`src/rtl/shd_params.svh`:
```
`ifndef SHD_PARAMS_SVH
`define SHD_PARAMS_SVH
// ****************************************
// Timing
// ****************************************
`define SHD_CLK_KHZ      32'h0003_0D40
`define SHD_OSC_FAST_KHZ 32'h0000_0064
`define SHD_OSC_SLOW_KHZ 32'h0000_0050
`define SHD_STEPS        7'h64
`define SHD_PCT_FAST_CYC (`SHD_CLK_KHZ / (`SHD_OSC_FAST_KHZ * 32'(`SHD_STEPS)))
`define SHD_PCT_SLOW_CYC (`SHD_CLK_KHZ / (`SHD_OSC_SLOW_KHZ * 32'(`SHD_STEPS)))
`define SHD_WAKE_MS      0.5
`define SHD_ACT_DLY_CYC  3'h4
`define SHD_MIN_DUTY     7'h04
`define SHD_MAX_DUTY     7'h60
// ****************************************
// Register offsets
// ****************************************
`define SHD_A_STATUS     8'h00
`define SHD_A_CFG0       8'h04
`define SHD_A_CFG7       8'h20
`define SHD_A_FAULT      8'h24
// ****************************************
// Fields
// ****************************************
`define SHD_ST_FREQ      8
`define SHD_ST_READY     9
`define SHD_CF_HIT       0
`define SHD_CF_HOLD      8
`define SHD_CF_THIT      16
`define SHD_CF_DIV       24
`define SHD_CF_MODE      26
`define SHD_CF_SRC       27
`define SHD_CF_HS        28
`define SHD_CF_BR        29
`define SHD_CFG_RST      32'h0000_0000
`endif

```
`src/rtl/shd_pkg.sv`:
```
`include "shd_params.svh"
package shd_pkg;
   // One-hot drive phase per channel
   typedef enum logic [5:0]
   {
      PH_IDLE = 6'h01,
      PH_DLY  = 6'h02,
      PH_RAMP = 6'h04,
      PH_HIT  = 6'h08,
      PH_FALL = 6'h10,
      PH_HOLD = 6'h20
   } shd_ph_t;
   // Half-bridge pairing of an even/odd pair
   typedef enum logic [1:0]
   {
      BR_SINGLE = 2'h0,
      BR_PAR    = 2'h1,
      BR_FULL   = 2'h2
   } shd_br_t;
   // Time base state
   typedef struct packed
   {
      logic [4:0] cnt;
      logic       pct;
   } shd_tb_st_t;
   // Sequencer state
   typedef struct packed
   {
      logic               en_s1;
      logic               en_s2;
      logic               te_s1;
      logic               te_s2;
      logic               to_s1;
      logic               to_s2;
      logic [7:0]         cs_s1;
      logic [7:0]         cs_s2;
      logic [19:0]        wake;
      logic               ready;
      logic [7:0][31:0]   cfg;
      logic [7:0]         on_bits;
      logic               freq;
      logic [7:0]         fault;
      logic [31:0]        rdata;
      shd_ph_t [7:0]      ph;
      logic [7:0][1:0]    dly;
      logic [7:0][7:0]    thit;
      logic [7:0][8:0]    phase;
      logic [7:0]         pon;
      logic [7:0]         drv;
      logic [7:0]         hs;
      logic [7:0]         hitt;
      logic [7:0][6:0]    refc;
      logic               fault_n;
   } shd_top_st_t;
   // Reset image of the sequencer
   function automatic shd_top_st_t top_rst();
      shd_top_st_t s;
      s = '0;
      s.fault_n = 1'b1;
      for (int c = 0; c < 8; c++)
      begin
         s.ph[c] = PH_IDLE;
         s.cfg[c] = `SHD_CFG_RST;
      end
      return s;
   endfunction : top_rst
   // Percent steps per chop period: 11 -> x1 ... 00 -> x4
   function automatic logic [8:0] chop_len(input logic [1:0] sel);
      logic [2:0] dv;
      dv = 3'h4 - {1'b0, sel};
      return 9'(dv) * 9'(`SHD_STEPS);
   endfunction : chop_len
   // On-count for a duty in percent, clamped to the duty window
   function automatic logic [8:0] duty_cnt(input logic [6:0] pct, input logic [1:0] sel);
      logic [6:0] p;
      logic [2:0] dv;
      dv = 3'h4 - {1'b0, sel};
      if (pct == 7'h00)
         p = 7'h00;
      else if (pct >= `SHD_STEPS)
         p = `SHD_STEPS;
      else if (pct < `SHD_MIN_DUTY)
         p = `SHD_MIN_DUTY;
      else if (pct >= `SHD_MAX_DUTY)
         p = `SHD_MAX_DUTY;
      else
         p = pct;
      return 9'(p) * 9'(dv);
   endfunction : duty_cnt
   // Channel register window decode
   function automatic logic is_cfg(input logic [7:0] a);
      return (a >= `SHD_A_CFG0) && (a <= `SHD_A_CFG7) && (a[1:0] == 2'h0);
   endfunction : is_cfg
   function automatic logic [2:0] cfg_idx(input logic [7:0] a);
      logic [7:0] d;
      d = a - `SHD_A_CFG0;
      return d[4:2];
   endfunction : cfg_idx
endpackage : shd_pkg

```
`src/rtl/shd_tb_if.sv`:
```
`timescale 1ns/100ps
// Time base link between sequencer and divider
interface shd_tb_if;
   logic run;       // Divider runs while high
   logic freq_sel;  // Low 100 kHz, high 80 kHz
   logic pct_tick;  // One percent of an oscillator period
   modport src (input run, input freq_sel, output pct_tick);
   modport snk (output run, output freq_sel, input pct_tick);
endinterface : shd_tb_if

```
`src/rtl/shd_timebase.sv`:
```
`timescale 1ns/100ps
`include "shd_params.svh"
module shd_timebase
(
   input wire logic clk,
   input wire logic srst,
   shd_tb_if.src    tb
);
   shd_pkg::shd_tb_st_t r_r;   // Registered state
   shd_pkg::shd_tb_st_t r_nxt; // Next state
   logic [4:0]          lim;   // Last count of a step
   // ****************************************
   // Step divider
   // ****************************************
   // Emulated oscillator: 100 steps per period
   always_comb
   begin
      r_nxt = r_r;
      r_nxt.pct = 1'b0;
      // Slow oscillator needs a longer step
      lim = tb.freq_sel ? 5'(`SHD_PCT_SLOW_CYC - 1) : 5'(`SHD_PCT_FAST_CYC - 1);
      if (!tb.run)
         r_nxt.cnt = 5'h00;
      else if (r_r.cnt >= lim)
      begin
         // Compare with >= so a rate change never overruns
         r_nxt.cnt = 5'h00;
         r_nxt.pct = 1'b1;
      end
      else
         r_nxt.cnt = r_r.cnt + 5'h01;
   end
   // State register
   always_ff @(posedge clk)
   begin
      if (srst)
         r_r <= '0;
      else
         r_r <= r_nxt;
   end
   assign tb.pct_tick = r_r.pct;
endmodule : shd_timebase

```
`src/rtl/shd_top.sv`:
```
// Contract
// - Enable high operates, low disables device
// - Serial access only 0.5ms after enable
// - Low/high side, parallel or full bridge
// - Current regulation only on low side
// - High side uses voltage regulation only
// - Voltage mode duty equals programmed value; code clamps 1-3 percent to 4 and 96-99 to 96
// - Current mode matches peak to reference
// - Per-channel config word sets levels, time
// - Channels run independently
// - Source bit picks on-bit or trigger
// - Even channels trigger even, odd odd
// - Activation: delay, hit target, start timer
// - Current mode ramps at maximum duty
// - Timer expiry moves to hold automatically
// - Current mode falls at minimum on-time
// - Deactivation ends the sequence at once
// - Oscillator 100 or 80 kHz selectable
// - Chop divider field divides oscillator
// - Fault pin plus readable fault register
// - Drive mode resets to current regulation
//
// Strobed register access and the register addresses were left to the implementer.
`timescale 1ns/100ps
`include "shd_params.svh"
module shd_top
#(
   parameter int unsigned WAKE_CYC = int'(`SHD_WAKE_MS * real'(`SHD_CLK_KHZ))
)
(
   input  wire logic        clk,
   input  wire logic        srst,
   input  wire logic        enable_pin,
   input  wire logic        trigger_in_even,
   input  wire logic        trigger_in_odd,
   input  wire logic [7:0]  cur_above,
   input  wire logic [7:0]  reg_addr,
   input  wire logic [31:0] reg_wdata,
   input  wire logic        reg_wr,
   input  wire logic        reg_rd,
   output logic [31:0]      reg_rdata,
   output logic             spi_ready,
   output logic [7:0]       drive,
   output logic [7:0]       high_side,
   output logic [7:0]       hit_target,
   output logic [55:0]      ref_code,
   output logic             fault_n
);
   // ****************************************
   // State and time base
   // ****************************************
   shd_pkg::shd_top_st_t r_r;   // Registered state
   shd_pkg::shd_top_st_t r_nxt; // Next state
   logic [7:0]           act;   // Channel requested on
   shd_tb_if             tb_if ();
   // Divider stops while disabled to save power
   assign tb_if.run      = r_r.en_s2;
   assign tb_if.freq_sel = r_r.freq;
   shd_timebase u_tb
   (
      .clk  (clk),
      .srst (srst),
      .tb   (tb_if.src)
   );
   // ****************************************
   // Activation source
   // ****************************************
   // Serial on-bits count only once the port is up
   always_comb
   begin
      for (int c = 0; c < 8; c++)
      begin
         if (r_r.cfg[c][`SHD_CF_SRC])
            act[c] = r_r.en_s2 & ((c % 2 == 0) ? r_r.te_s2 : r_r.to_s2);
         else
            act[c] = r_r.en_s2 & r_r.ready & r_r.on_bits[c];
      end
   end
   // ****************************************
   // Next state
   // ****************************************
   // Whole block is one registered image
   always_comb
   begin
      logic [8:0] len;     // Chop period in steps
      logic       wrap;    // Last step of a chop period
      logic       vmode;   // Effective voltage mode
      logic       hit_ph;  // In an excitation phase
      logic       cs;      // Current at or over target
      logic [1:0] sel;     // Divider field
      logic [6:0] lvl;     // Active level field
      logic [8:0] c_min;   // Minimum on-count
      logic [8:0] c_max;   // Maximum on-count
      logic [8:0] c_lvl;   // Programmed on-count
      logic       d;       // Raw drive of a channel
      logic       rd_flt;  // Fault register read
      logic [7:0] f_set;   // New fault events
      len = '0;
      wrap = 1'b0;
      vmode = 1'b0;
      hit_ph = 1'b0;
      cs = 1'b0;
      sel = '0;
      lvl = '0;
      c_min = '0;
      c_max = '0;
      c_lvl = '0;
      d = 1'b0;
      rd_flt = 1'b0;
      f_set = '0;
      r_nxt = r_r;
      // Pin synchronisers, stage one feeds stage two only
      r_nxt.en_s1 = enable_pin;
      r_nxt.en_s2 = r_r.en_s1;
      r_nxt.te_s1 = trigger_in_even;
      r_nxt.te_s2 = r_r.te_s1;
      r_nxt.to_s1 = trigger_in_odd;
      r_nxt.to_s2 = r_r.to_s1;
      r_nxt.cs_s1 = cur_above;
      r_nxt.cs_s2 = r_r.cs_s1;
      // Wake-up timer restarts on every enable
      if (!r_r.en_s2)
      begin
         r_nxt.wake = '0;
         r_nxt.ready = 1'b0;
      end
      else if (!r_r.ready)
      begin
         r_nxt.wake = r_r.wake + 20'h00001;
         r_nxt.ready = (r_r.wake >= 20'(WAKE_CYC - 1));
      end
      // Writes before wake-up are dropped
      if (reg_wr && r_r.ready)
      begin
         if (reg_addr == `SHD_A_STATUS)
         begin
            r_nxt.on_bits = reg_wdata[7:0];
            r_nxt.freq = reg_wdata[`SHD_ST_FREQ];
         end
         else if (shd_pkg::is_cfg(reg_addr))
            r_nxt.cfg[shd_pkg::cfg_idx(reg_addr)] = reg_wdata;
      end
      // Read data, zero when unmapped or asleep
      r_nxt.rdata = '0;
      if (reg_rd && r_r.ready)
      begin
         if (reg_addr == `SHD_A_STATUS)
         begin
            r_nxt.rdata[7:0] = r_r.on_bits;
            r_nxt.rdata[`SHD_ST_FREQ] = r_r.freq;
            r_nxt.rdata[`SHD_ST_READY] = r_r.ready;
         end
         else if (shd_pkg::is_cfg(reg_addr))
            r_nxt.rdata = r_r.cfg[shd_pkg::cfg_idx(reg_addr)];
         else if (reg_addr == `SHD_A_FAULT)
         begin
            r_nxt.rdata[7:0] = r_r.fault;
            rd_flt = 1'b1;
         end
      end
      // Each channel has its own sequence
      for (int c = 0; c < 8; c++)
      begin
         // High side forces voltage mode
         vmode = r_r.cfg[c][`SHD_CF_MODE] | r_r.cfg[c][`SHD_CF_HS];
         cs = r_r.cs_s2[c];
         sel = r_r.cfg[c][`SHD_CF_DIV +: 2];
         len = shd_pkg::chop_len(sel);
         wrap = tb_if.pct_tick && (r_r.phase[c] >= len - 9'h001);
         hit_ph = (r_r.ph[c] == shd_pkg::PH_RAMP) || (r_r.ph[c] == shd_pkg::PH_HIT);
         lvl = hit_ph ? r_r.cfg[c][`SHD_CF_HIT +: 7] : r_r.cfg[c][`SHD_CF_HOLD +: 7];
         c_min = shd_pkg::duty_cnt(`SHD_MIN_DUTY, sel);
         c_max = shd_pkg::duty_cnt(`SHD_MAX_DUTY, sel);
         c_lvl = shd_pkg::duty_cnt(lvl, sel);
         // Chop phase restarts at every activation
         if ((r_r.ph[c] == shd_pkg::PH_IDLE) || (r_r.ph[c] == shd_pkg::PH_DLY))
            r_nxt.phase[c] = '0;
         else if (tb_if.pct_tick)
            r_nxt.phase[c] = wrap ? 9'h000 : r_r.phase[c] + 9'h001;
         case (r_r.ph[c])
            shd_pkg::PH_IDLE:
            begin
               // Arm delay and hit timer together
               if (act[c])
               begin
                  r_nxt.ph[c] = shd_pkg::PH_DLY;
                  r_nxt.dly[c] = '0;
                  r_nxt.thit[c] = r_r.cfg[c][`SHD_CF_THIT +: 8];
               end
            end
            shd_pkg::PH_DLY:
            begin
               // Short turn-on delay
               if (r_r.dly[c] == 2'(`SHD_ACT_DLY_CYC - 3'h1))
                  r_nxt.ph[c] = vmode ? shd_pkg::PH_HIT : shd_pkg::PH_RAMP;
               else
                  r_nxt.dly[c] = r_r.dly[c] + 2'h1;
            end
            shd_pkg::PH_RAMP, shd_pkg::PH_HIT:
            begin
               // Ramp ends at first reach of hit level
               if ((r_r.ph[c] == shd_pkg::PH_RAMP) && cs)
                  r_nxt.ph[c] = shd_pkg::PH_HIT;
               // Timer moves once per chop period
               if (wrap)
               begin
                  if (r_r.thit[c] == 8'h00)
                  begin
                     // Hit never reached is a fault
                     if ((r_r.ph[c] == shd_pkg::PH_RAMP) && !cs)
                        f_set[c] = 1'b1;
                     r_nxt.ph[c] = vmode ? shd_pkg::PH_HOLD : shd_pkg::PH_FALL;
                  end
                  else
                     r_nxt.thit[c] = r_r.thit[c] - 8'h01;
               end
            end
            shd_pkg::PH_FALL:
            begin
               // Wait for decay to hold level
               if (!cs)
                  r_nxt.ph[c] = shd_pkg::PH_HOLD;
            end
            shd_pkg::PH_HOLD:
            begin
               // Hold until the host releases
               r_nxt.ph[c] = shd_pkg::PH_HOLD;
            end
            default:
            begin
               // Illegal code recovers to idle
               r_nxt.ph[c] = shd_pkg::PH_IDLE;
            end
         endcase
         // Release wins over every phase
         if (!act[c])
            r_nxt.ph[c] = shd_pkg::PH_IDLE;
         // Peak control: on at period start, off at target
         r_nxt.pon[c] = (r_r.phase[c] == 9'h000)
                      | (r_r.pon[c] & ~((cs & (r_r.phase[c] >= c_min)) | (r_r.phase[c] >= c_max)));
         case (r_r.ph[c])
            shd_pkg::PH_RAMP: d = r_r.phase[c] < c_max;
            shd_pkg::PH_FALL: d = r_r.phase[c] < c_min;
            shd_pkg::PH_HIT, shd_pkg::PH_HOLD:
               d = vmode ? (r_r.phase[c] < c_lvl) : r_r.pon[c];
            default: d = 1'b0;
         endcase
         r_nxt.drv[c] = d & (r_nxt.ph[c] != shd_pkg::PH_IDLE);
         r_nxt.hs[c] = r_r.cfg[c][`SHD_CF_HS];
         r_nxt.hitt[c] = hit_ph;
         r_nxt.refc[c] = vmode ? 7'h00 : lvl;
      end
      // Pairing: odd half-bridge follows, complements or ignores its even partner
      for (int p = 0; p < 4; p++)
      begin
         case (shd_pkg::shd_br_t'(r_r.cfg[2 * p][`SHD_CF_BR +: 2]))
            shd_pkg::BR_PAR:
            begin
               // Parallel doubles the current
               r_nxt.drv[2 * p + 1] = r_nxt.drv[2 * p];
               r_nxt.hs[2 * p + 1] = r_nxt.hs[2 * p];
            end
            shd_pkg::BR_FULL:
            begin
               // Opposite leg complements the even leg
               r_nxt.drv[2 * p + 1] = (r_nxt.ph[2 * p] != shd_pkg::PH_IDLE) & ~r_nxt.drv[2 * p];
               r_nxt.hs[2 * p + 1] = ~r_nxt.hs[2 * p];
            end
            default:
            begin
               // Independent half-bridges
               r_nxt.hs[2 * p + 1] = r_nxt.hs[2 * p + 1];
            end
         endcase
      end
      // Sticky faults, a new event beats clear-on-read
      r_nxt.fault = (r_r.fault & ~{8{rd_flt}}) | f_set;
      r_nxt.fault_n = ~|r_nxt.fault;
   end
   // ****************************************
   // State register
   // ****************************************
   // Reset image selects current mode everywhere
   always_ff @(posedge clk)
   begin
      if (srst)
         r_r <= shd_pkg::top_rst();
      else
         r_r <= r_nxt;
   end
   assign reg_rdata  = r_r.rdata;
   assign spi_ready  = r_r.ready;
   assign drive      = r_r.drv;
   assign high_side  = r_r.hs;
   assign hit_target = r_r.hitt;
   assign ref_code   = r_r.refc;
   assign fault_n    = r_r.fault_n;
endmodule : shd_top

```
`config.mk`:
```
export PLATFORM = sky130hd
export DESIGN_NAME = shd_top
export DESIGN_NICKNAME = d
export VERILOG_FILES = /design/src/rtl/shd_pkg.sv /design/src/rtl/shd_tb_if.sv /design/src/rtl/shd_timebase.sv /design/src/rtl/shd_top.sv
export VERILOG_INCLUDE_DIRS = /design/src /design/src/rtl
export SDC_FILE = /design/constraint.sdc
export NUM_CORES = 2
export LEC_CHECK = 0
export BUFFER_PORTS_ARGS = -buffer_cell sky130_fd_sc_hd__buf_2
export CORE_MARGIN = 2
export CORE_UTILIZATION = 50
export DETAILED_ROUTE_END_ITERATION = 8
export PLACE_DENSITY = 0.67
export SYNTH_ARGS = -nofsm -noshare
export SYNTH_HDL_FRONTEND = slang
export SYNTH_SLANG_ARGS = --single-unit
```
`constraint.sdc`:
```
create_clock -name clk -period 14.3 [get_ports clk]
set_input_delay 2.86 -clock clk [delete_from_list [all_inputs] [get_ports clk]]
set_output_delay 2.86 -clock clk [all_outputs]
set_load 0.005 [all_outputs]
```
==> Yosys cells after proc, flatten, opt, wreduce, memory -nomap -nowiden <==
Cells that the tools add are included.
{ "totals": {"register_bits": 643, "latchBits": 0, "mem_bits_rw": 0, "romBits": 0, "inputBits": 55, "out_inout_bits": 114, "word_cells": 813, "memories": 0} }
{ "classes": {"add_sub_neg": 43, "n_mul": 24, "div_mod_pow": 0, "order_cmp": 78, "n_eq_ne": 105, "shift": 0, "muxes": 256, "bitwise_logic": 86, "reduce_logical": 151} }
{ "op_table": {"columns": ["cell", "count"], "rows": [
  ["two-way mux 6 bit", 56],
  ["two-way mux 7 bit", 40],
  ["bitwise mux 256 bit", 1],
  ["case mux 6 bit (5 select lines)", 8],
  ["two-way mux 8 bit", 26],
  ["greater-or-equal comparator 9 bit", 16],
  ["< comparator 9 bit", 16],
  ["case mux 8 bit (2 select lines)", 8],
  ["greater-or-equal comparator 7 bit, second input constant", 16],
  ["binary-select mux 32 bit (select 3 bit)", 1],
  ["demux 32 bit (select 3 bit)", 1],
  ["adder 9 x 1 -> 9 bit, second input constant", 8],
  ["greater-or-equal comparator 9 x 5 -> 1 bit", 8],
  ["logical NOT 8 bit", 9],
  ["logical NOT 9 bit", 8],
  ["< comparator 9 x 5 -> 1 bit", 8],
  ["multiplier 7 x 3 -> 9 bit", 8],
  ["two-way mux 9 bit", 8],
  ["subtractor 9 x 1 -> 9 bit, second input constant", 8],
  ["OR reduction 2 bit", 34],
  ["two-way mux 32 bit", 2],
  ["inequality test 2 bit, second input constant", 32],
  ["subtractor 8 x 1 -> 8 bit, second input constant", 8],
  ["logical NOT 7 bit", 8],
  ["other kinds (48)", 405]
]} }

==> Depth between registers and ports, before layout <==
{ "logic_depth": {"ltp_word": 16, "depth_mapped": 26, "mapped_depth_nobuf": 24} }

==> Modules after synthesis <==
From an unflattened synthesis, not the netlist that was laid out.
{ "unflattened": {"hier_cells": 4896, "area_unflattened_um2": 39405.3} }
{ "modules_own_cells": {"columns": ["mod", "instances", "cells_per_inst", "area_per_inst_um2"], "rows": [
  ["shd_top", 1, 4868, 39108.8],
  ["shd_timebase", 1, 28, 296.5]
]} }

==> Least setup slack after synthesis <==
No wires, ideal clock.
{ "synth_path": {"kind": "register to register", "from": "register r_r[281] (netlist name)", "to": "register r_r, in the netlist drive[7]", "setup_time_ns": 0.087, "arrival_ns": 5.058, "required_time_ns": 14.213, "path_slack_ns": 9.155, "path_stages_with_launch": 25, "n_path_buf": 3, "period_less_slack_ns": 5.145, "path_cell_list": "dfxtp_1 clkbuf_1 nor4_1 nand2_1 clkbuf_1 clkbuf_1 mux2i_1 nor3_1 fa_1 ha_1 fa_1 a21oi_1 nor2_1 nor2_1 o21bai_1 a21oi_1 xnor2_1 ha_1 nand4_1 a21oi_1 inv_1 o41ai_1 o221ai_1 mux2i_1 o31ai_1"} }
{ "synth_via": {"elab_chain_cells": 16, "elab_cells_between_ends": 35, "classes_between": "mul (1); order compare (4); eq/ne (7); mux (15); bitwise (3); reduce/logical (5)"} }
{ "synth_rtl": {"columns": ["element", "line_no", "rtl"], "rows": [
  ["start, declared", "shd_top.sv:52", "shd_pkg::shd_top_st_t r_r;"],
  ["start signal, assigned", "shd_top.sv:287", "r_r <= shd_pkg::top_rst();"],
  ["start signal, assigned", "shd_top.sv:289", "r_r <= r_nxt;"],
  ["== test 6 x 3 -> 1 bit / == test 6 x 4 -> 1 bit (equally long branches)", null, null],
  ["logical OR 1 bit", "shd_top.sv:170", "hit_ph = (r_r.ph[c] == shd_pkg::PH_RAMP) || (r_r.ph[c] == shd_pkg::PH_HIT);"],
  ["two-way mux 7 bit", "shd_top.sv:171", "lvl = hit_ph ? r_r.cfg[c][`SHD_CF_HIT +: 7] : r_r.cfg[c][`SHD_CF_HOLD +: 7];"],
  ["greater-or-equal comparator 7 bit (no source line)", null, null],
  ["two-way mux 7 bit", "shd_pkg.sv:84", "else if (pct >= `SHD_MAX_DUTY)"],
  ["two-way mux 7 bit", "shd_pkg.sv:82", "else if (pct < `SHD_MIN_DUTY)"],
  ["two-way mux 7 bit", "shd_pkg.sv:80", "else if (pct >= `SHD_STEPS)"],
  ["two-way mux 7 bit", "shd_pkg.sv:78", "if (pct == 7'h00)"],
  ["multiplier 7 x 3 -> 9 bit", "shd_pkg.sv:88", "return 9'(p) * 9'(dv);"],
  ["< comparator 9 bit", "shd_top.sv:245", "d = vmode ? (r_r.phase[c] < c_lvl) : r_r.pon[c];"],
  ["two-way mux 1 bit", "shd_top.sv:245", null],
  ["case mux 1 bit (3 select lines)", "shd_top.sv:241", "case (r_r.ph[c])"],
  ["AND 1 bit", "shd_top.sv:248", "r_nxt.drv[c] = d & (r_nxt.ph[c] != shd_pkg::PH_IDLE);"],
  ["NOT 1 bit", "shd_top.sv:266", "r_nxt.drv[2 * p + 1] = (r_nxt.ph[2 * p] != shd_pkg::PH_IDLE) & ~r_nxt.drv[2 * p];"],
  ["AND 1 bit", "shd_top.sv:266", null],
  ["case mux 1 bit (2 select lines) (*)", "shd_top.sv:256", "case (shd_pkg::shd_br_t'(r_r.cfg[2 * p][`SHD_CF_BR +: 2]))"]
]} }
Mark *: on every way between the ends. The rest lies on a longest branch, timed or not.
A chain may end at the register's enable or synchronous reset.

==> Worst setup path after layout <==
{ "layout_path": {"from": "register r_r[269] (netlist name)", "to": "register r_r, in the netlist drive[5]"} }
Same word-level chain as after synthesis.

==> qor.txt <==
Status -> finished clean
Tot Pwr -> 3.96 mW
Critical path endpoint category -> flop
Synth top area cells -> dfxtp_1 33%, ha_1 10%, mux2i_1 8.6%
Synth top area share -> 32.7%
Yosys warns -> 0
Register area share after synthesis -> 32.7%
CTS tree -> yes
Post-Route Setup TNS -> 0 ps
Setup CP Type -> reg2reg
# Post-CTS Setup Buffers -> 0
Syn Area/Cell -> 8.08 um^2
Total global routing overflow -> 0
Share of cells above drive strength 1 -> 7.75%
Worst slew margin -> 27.2%
Initial DRC count -> 3205
Setup crit end -> drive[5]
Antenna violations before repair -> 10
Clk slew on worst S/H paths -> 60 ps
IO Pins -> 169
Hold Crit Class -> reg2reg
Synth area leader -> dfxtp_1
Post-synthesis instance area -> 0.0394 mm^2
Slew Viols, Final -> 0
Worst VDD drop -> 0.0813 mV
R2r setup slk -> 8060 ps
Seq cells post-synth -> 643
Critical path data arrival time -> 6800 ps
Setup crit start -> r_r[269]
DR vias -> 34491
Layout area overhead -> 8.31%
Global router's overall resource usage -> 29.9%
Synthesized Nets -> 5301
Hold Vio Cnt, Final -> 0
DR WL/cell -> 21.3 um
Routability cong. -> 0.991
RSZ-0062 raised after global routing -> false
Ys async rst share -> 0%
Post_cts resized -> 0
Clock Sinks -> 643
FF-to-FF path depth -> 22
CP Launch Type -> flop
Setup-failing EPs final -> 0
Pre-antenna DRT Iters -> 7
Cell variety after synth -> 84
Lkg Pwr -> 18.7 nW
CTS Buf Count -> 75
Most frequent cells in the layout -> 642 x nand2_1, 642 x dfxtp_1, 592 x nor2_1
Worst EP required -> 14860 ps
Die W -> 285 um
Worst Max-Slew Pin Slew -> 1090 ps
Most frequent CP cell -> a21oi_1
CTS Hold Bufs -> 0
Die Y -> 285 um
Most used DFF post-synth -> dfxtp_1
Cells after synthesis -> 4879
First-pass GRT wire length -> 190000 um
Part of the cycle the worst path needs -> 43.7%
Critical-path cell list -> nor4_1 > nand2_1 > mux2i_1 > o311ai_0 > a21oi_1 > fa_1 > ha_1 > fa_1 > a21oi_1 > nor2_1 > nor2_1 > o21bai_1 > a21oi_1 > xnor2_1 > ha_1 > nand4_1 > a21oi_1 > inv_1 > o41ai_1 > o221ai_1 > mux2i_1 > o31ai_1
Die ar. -> 0.0811 mm^2
Drc violations -> 0
Number of synthesized flops with an enable pin -> 0
R2r endpoint -> drive[5]
Htree depth -> 3
R2R Path Start -> r_r[269]
Clk_lat worst skew -> 670 ps
Clock Tree Buf Depth -> 3
Clk root buf -> clkbuf_16
Number of global-route vias before repair -> 31453
Largest net degree at the start of global routing -> 174
Vias/cell -> 5.86
Power Density -> 92.8 mW/mm^2
Max Fanout on Critical Path -> 27
Number of max-cap violations -> 0
Nets@finish -> 5204
Fin Clk Skew -> 52.0 ps
IO Port Bufs -> 168
Core area -> 0.0777 mm^2
DP HPWL -> 91800 um
Final ANT Viol Nets -> 0
Fmax -> 160 MHz
Post-Route WL -> 125000 um
Slowest Stage Delay on Critical Path -> 740 ps
Fin crit period -> 6240 ps
Critical-path top delay cell -> nand2_1
Initial Utilization -> 50.7%
Row count -> 102
flip-flops by register name, indices dropped and copies added (netlist names):
signal            count
tb_if.freq_sel        1
u_tb.r_r              5
drive                 8
r_r                 506
ref_code             56
r_nxt                15
high_side             8
reg_rdata            32
spi_ready             1
u_tb.tb.pct_tick      1
fault_n               1
hit_target            8
tb_if.run             1
power breakdown:
group	switching, mW	internal (mW)	total (mW)
sequential	0.00401	1.80	1.80
combinational	0.0907	0.0264	0.117
clock	0.827	1.22	2.04
total	0.922	3.04	3.96
area by class of cell:
class | count | area (um^2)
Clock buffer | 108 | 2220
Clock inverter | 28 | 418
Inverter | 259 | 972
Antenna cell | 3 | 7.51
Timing Repair Buffer | 207 | 1160
Sequential cell | 643 | 12900
Tap cell | 1040 | 1300
Multi-Input combinational cell | 3596 | 23700
Fill cell | 7264 | 35000
worst min path at each step:
stage               start  cells past startpoint   endpoint  slack, ps
2_1_floorplan  r_nxt[615]                      1   r_r[615]        410
3_3_place_gp   r_nxt[617]                      1   r_r[617]        420
3_5_place_dp   r_nxt[635]                      1  tb_if.run        420
4_1_cts        r_nxt[635]                      1  tb_if.run        440
5_1_grt        r_nxt[635]                      1  tb_if.run        460
6_report       r_nxt[635]                      1  tb_if.run        440
synth_stat cells (all sizes together), types with 34 or more instances:
master and count:
dfxtp 643, clkbuf 243, buf 138, o22ai 73
nand3 73, inv 258, o21ai 196, nor2 592
nor3 54, ha 319, or3 34, fa 48
a21oi 359, xor2 93, mux2i 340, nand2 643
nor2b 87, xnor2 83, nor4 61, nand4 66
nand2b 40
routing by layer:
layer,part of all wire (%),global-route usage [%]
met1,43,41.7
met2,43,45.0
met3,8.7,4.76
met4,5.1,14.6
met5,0.018,0
stage by stage:
stage                     worst slack, ps  hold slack (ps)  std cells  area (um^2)  util [%]
after detailed placement             8140              422       5745        40000      51.5
after global placement               8250              420       5745        40000      51.5
after global routing                 7430              456       5883        42700      54.9
final                                8060              436       5884        42700      54.9
after CTS                            8070              441       5881        42700      54.9
after floorplan                      9160              414       4879        39400         -
worst max-delay path: cells and delay by family, from the launching register on:
kind | cells | cell delay [ps]
AO/OA/AOI/OAI | 9 | 1940
AND/OR/NAND/NOR | 5 | 1570
adder cells (fa/ha/maj) | 4 | 1430
multiplexers | 2 | 660
flip-flops | 1 | 410
XOR/XNOR | 1 | 100
buffers and inverters | 1 | 60
kinds of logic (layout without fill, tap and decap cells):
group	Yosys count	in the layout	synth area share, %
simple gates	1811	1811	21.1
compound gates	899	899	13.8
flops	643	643	32.7
buf+inv	640	602	7.23
fa+ha+maj	367	367	12.6
mux	343	343	8.72
xor+xnor	176	176	3.91
other cells	0	3	0
Note: power is estimated with default switching activity, not from simulation.
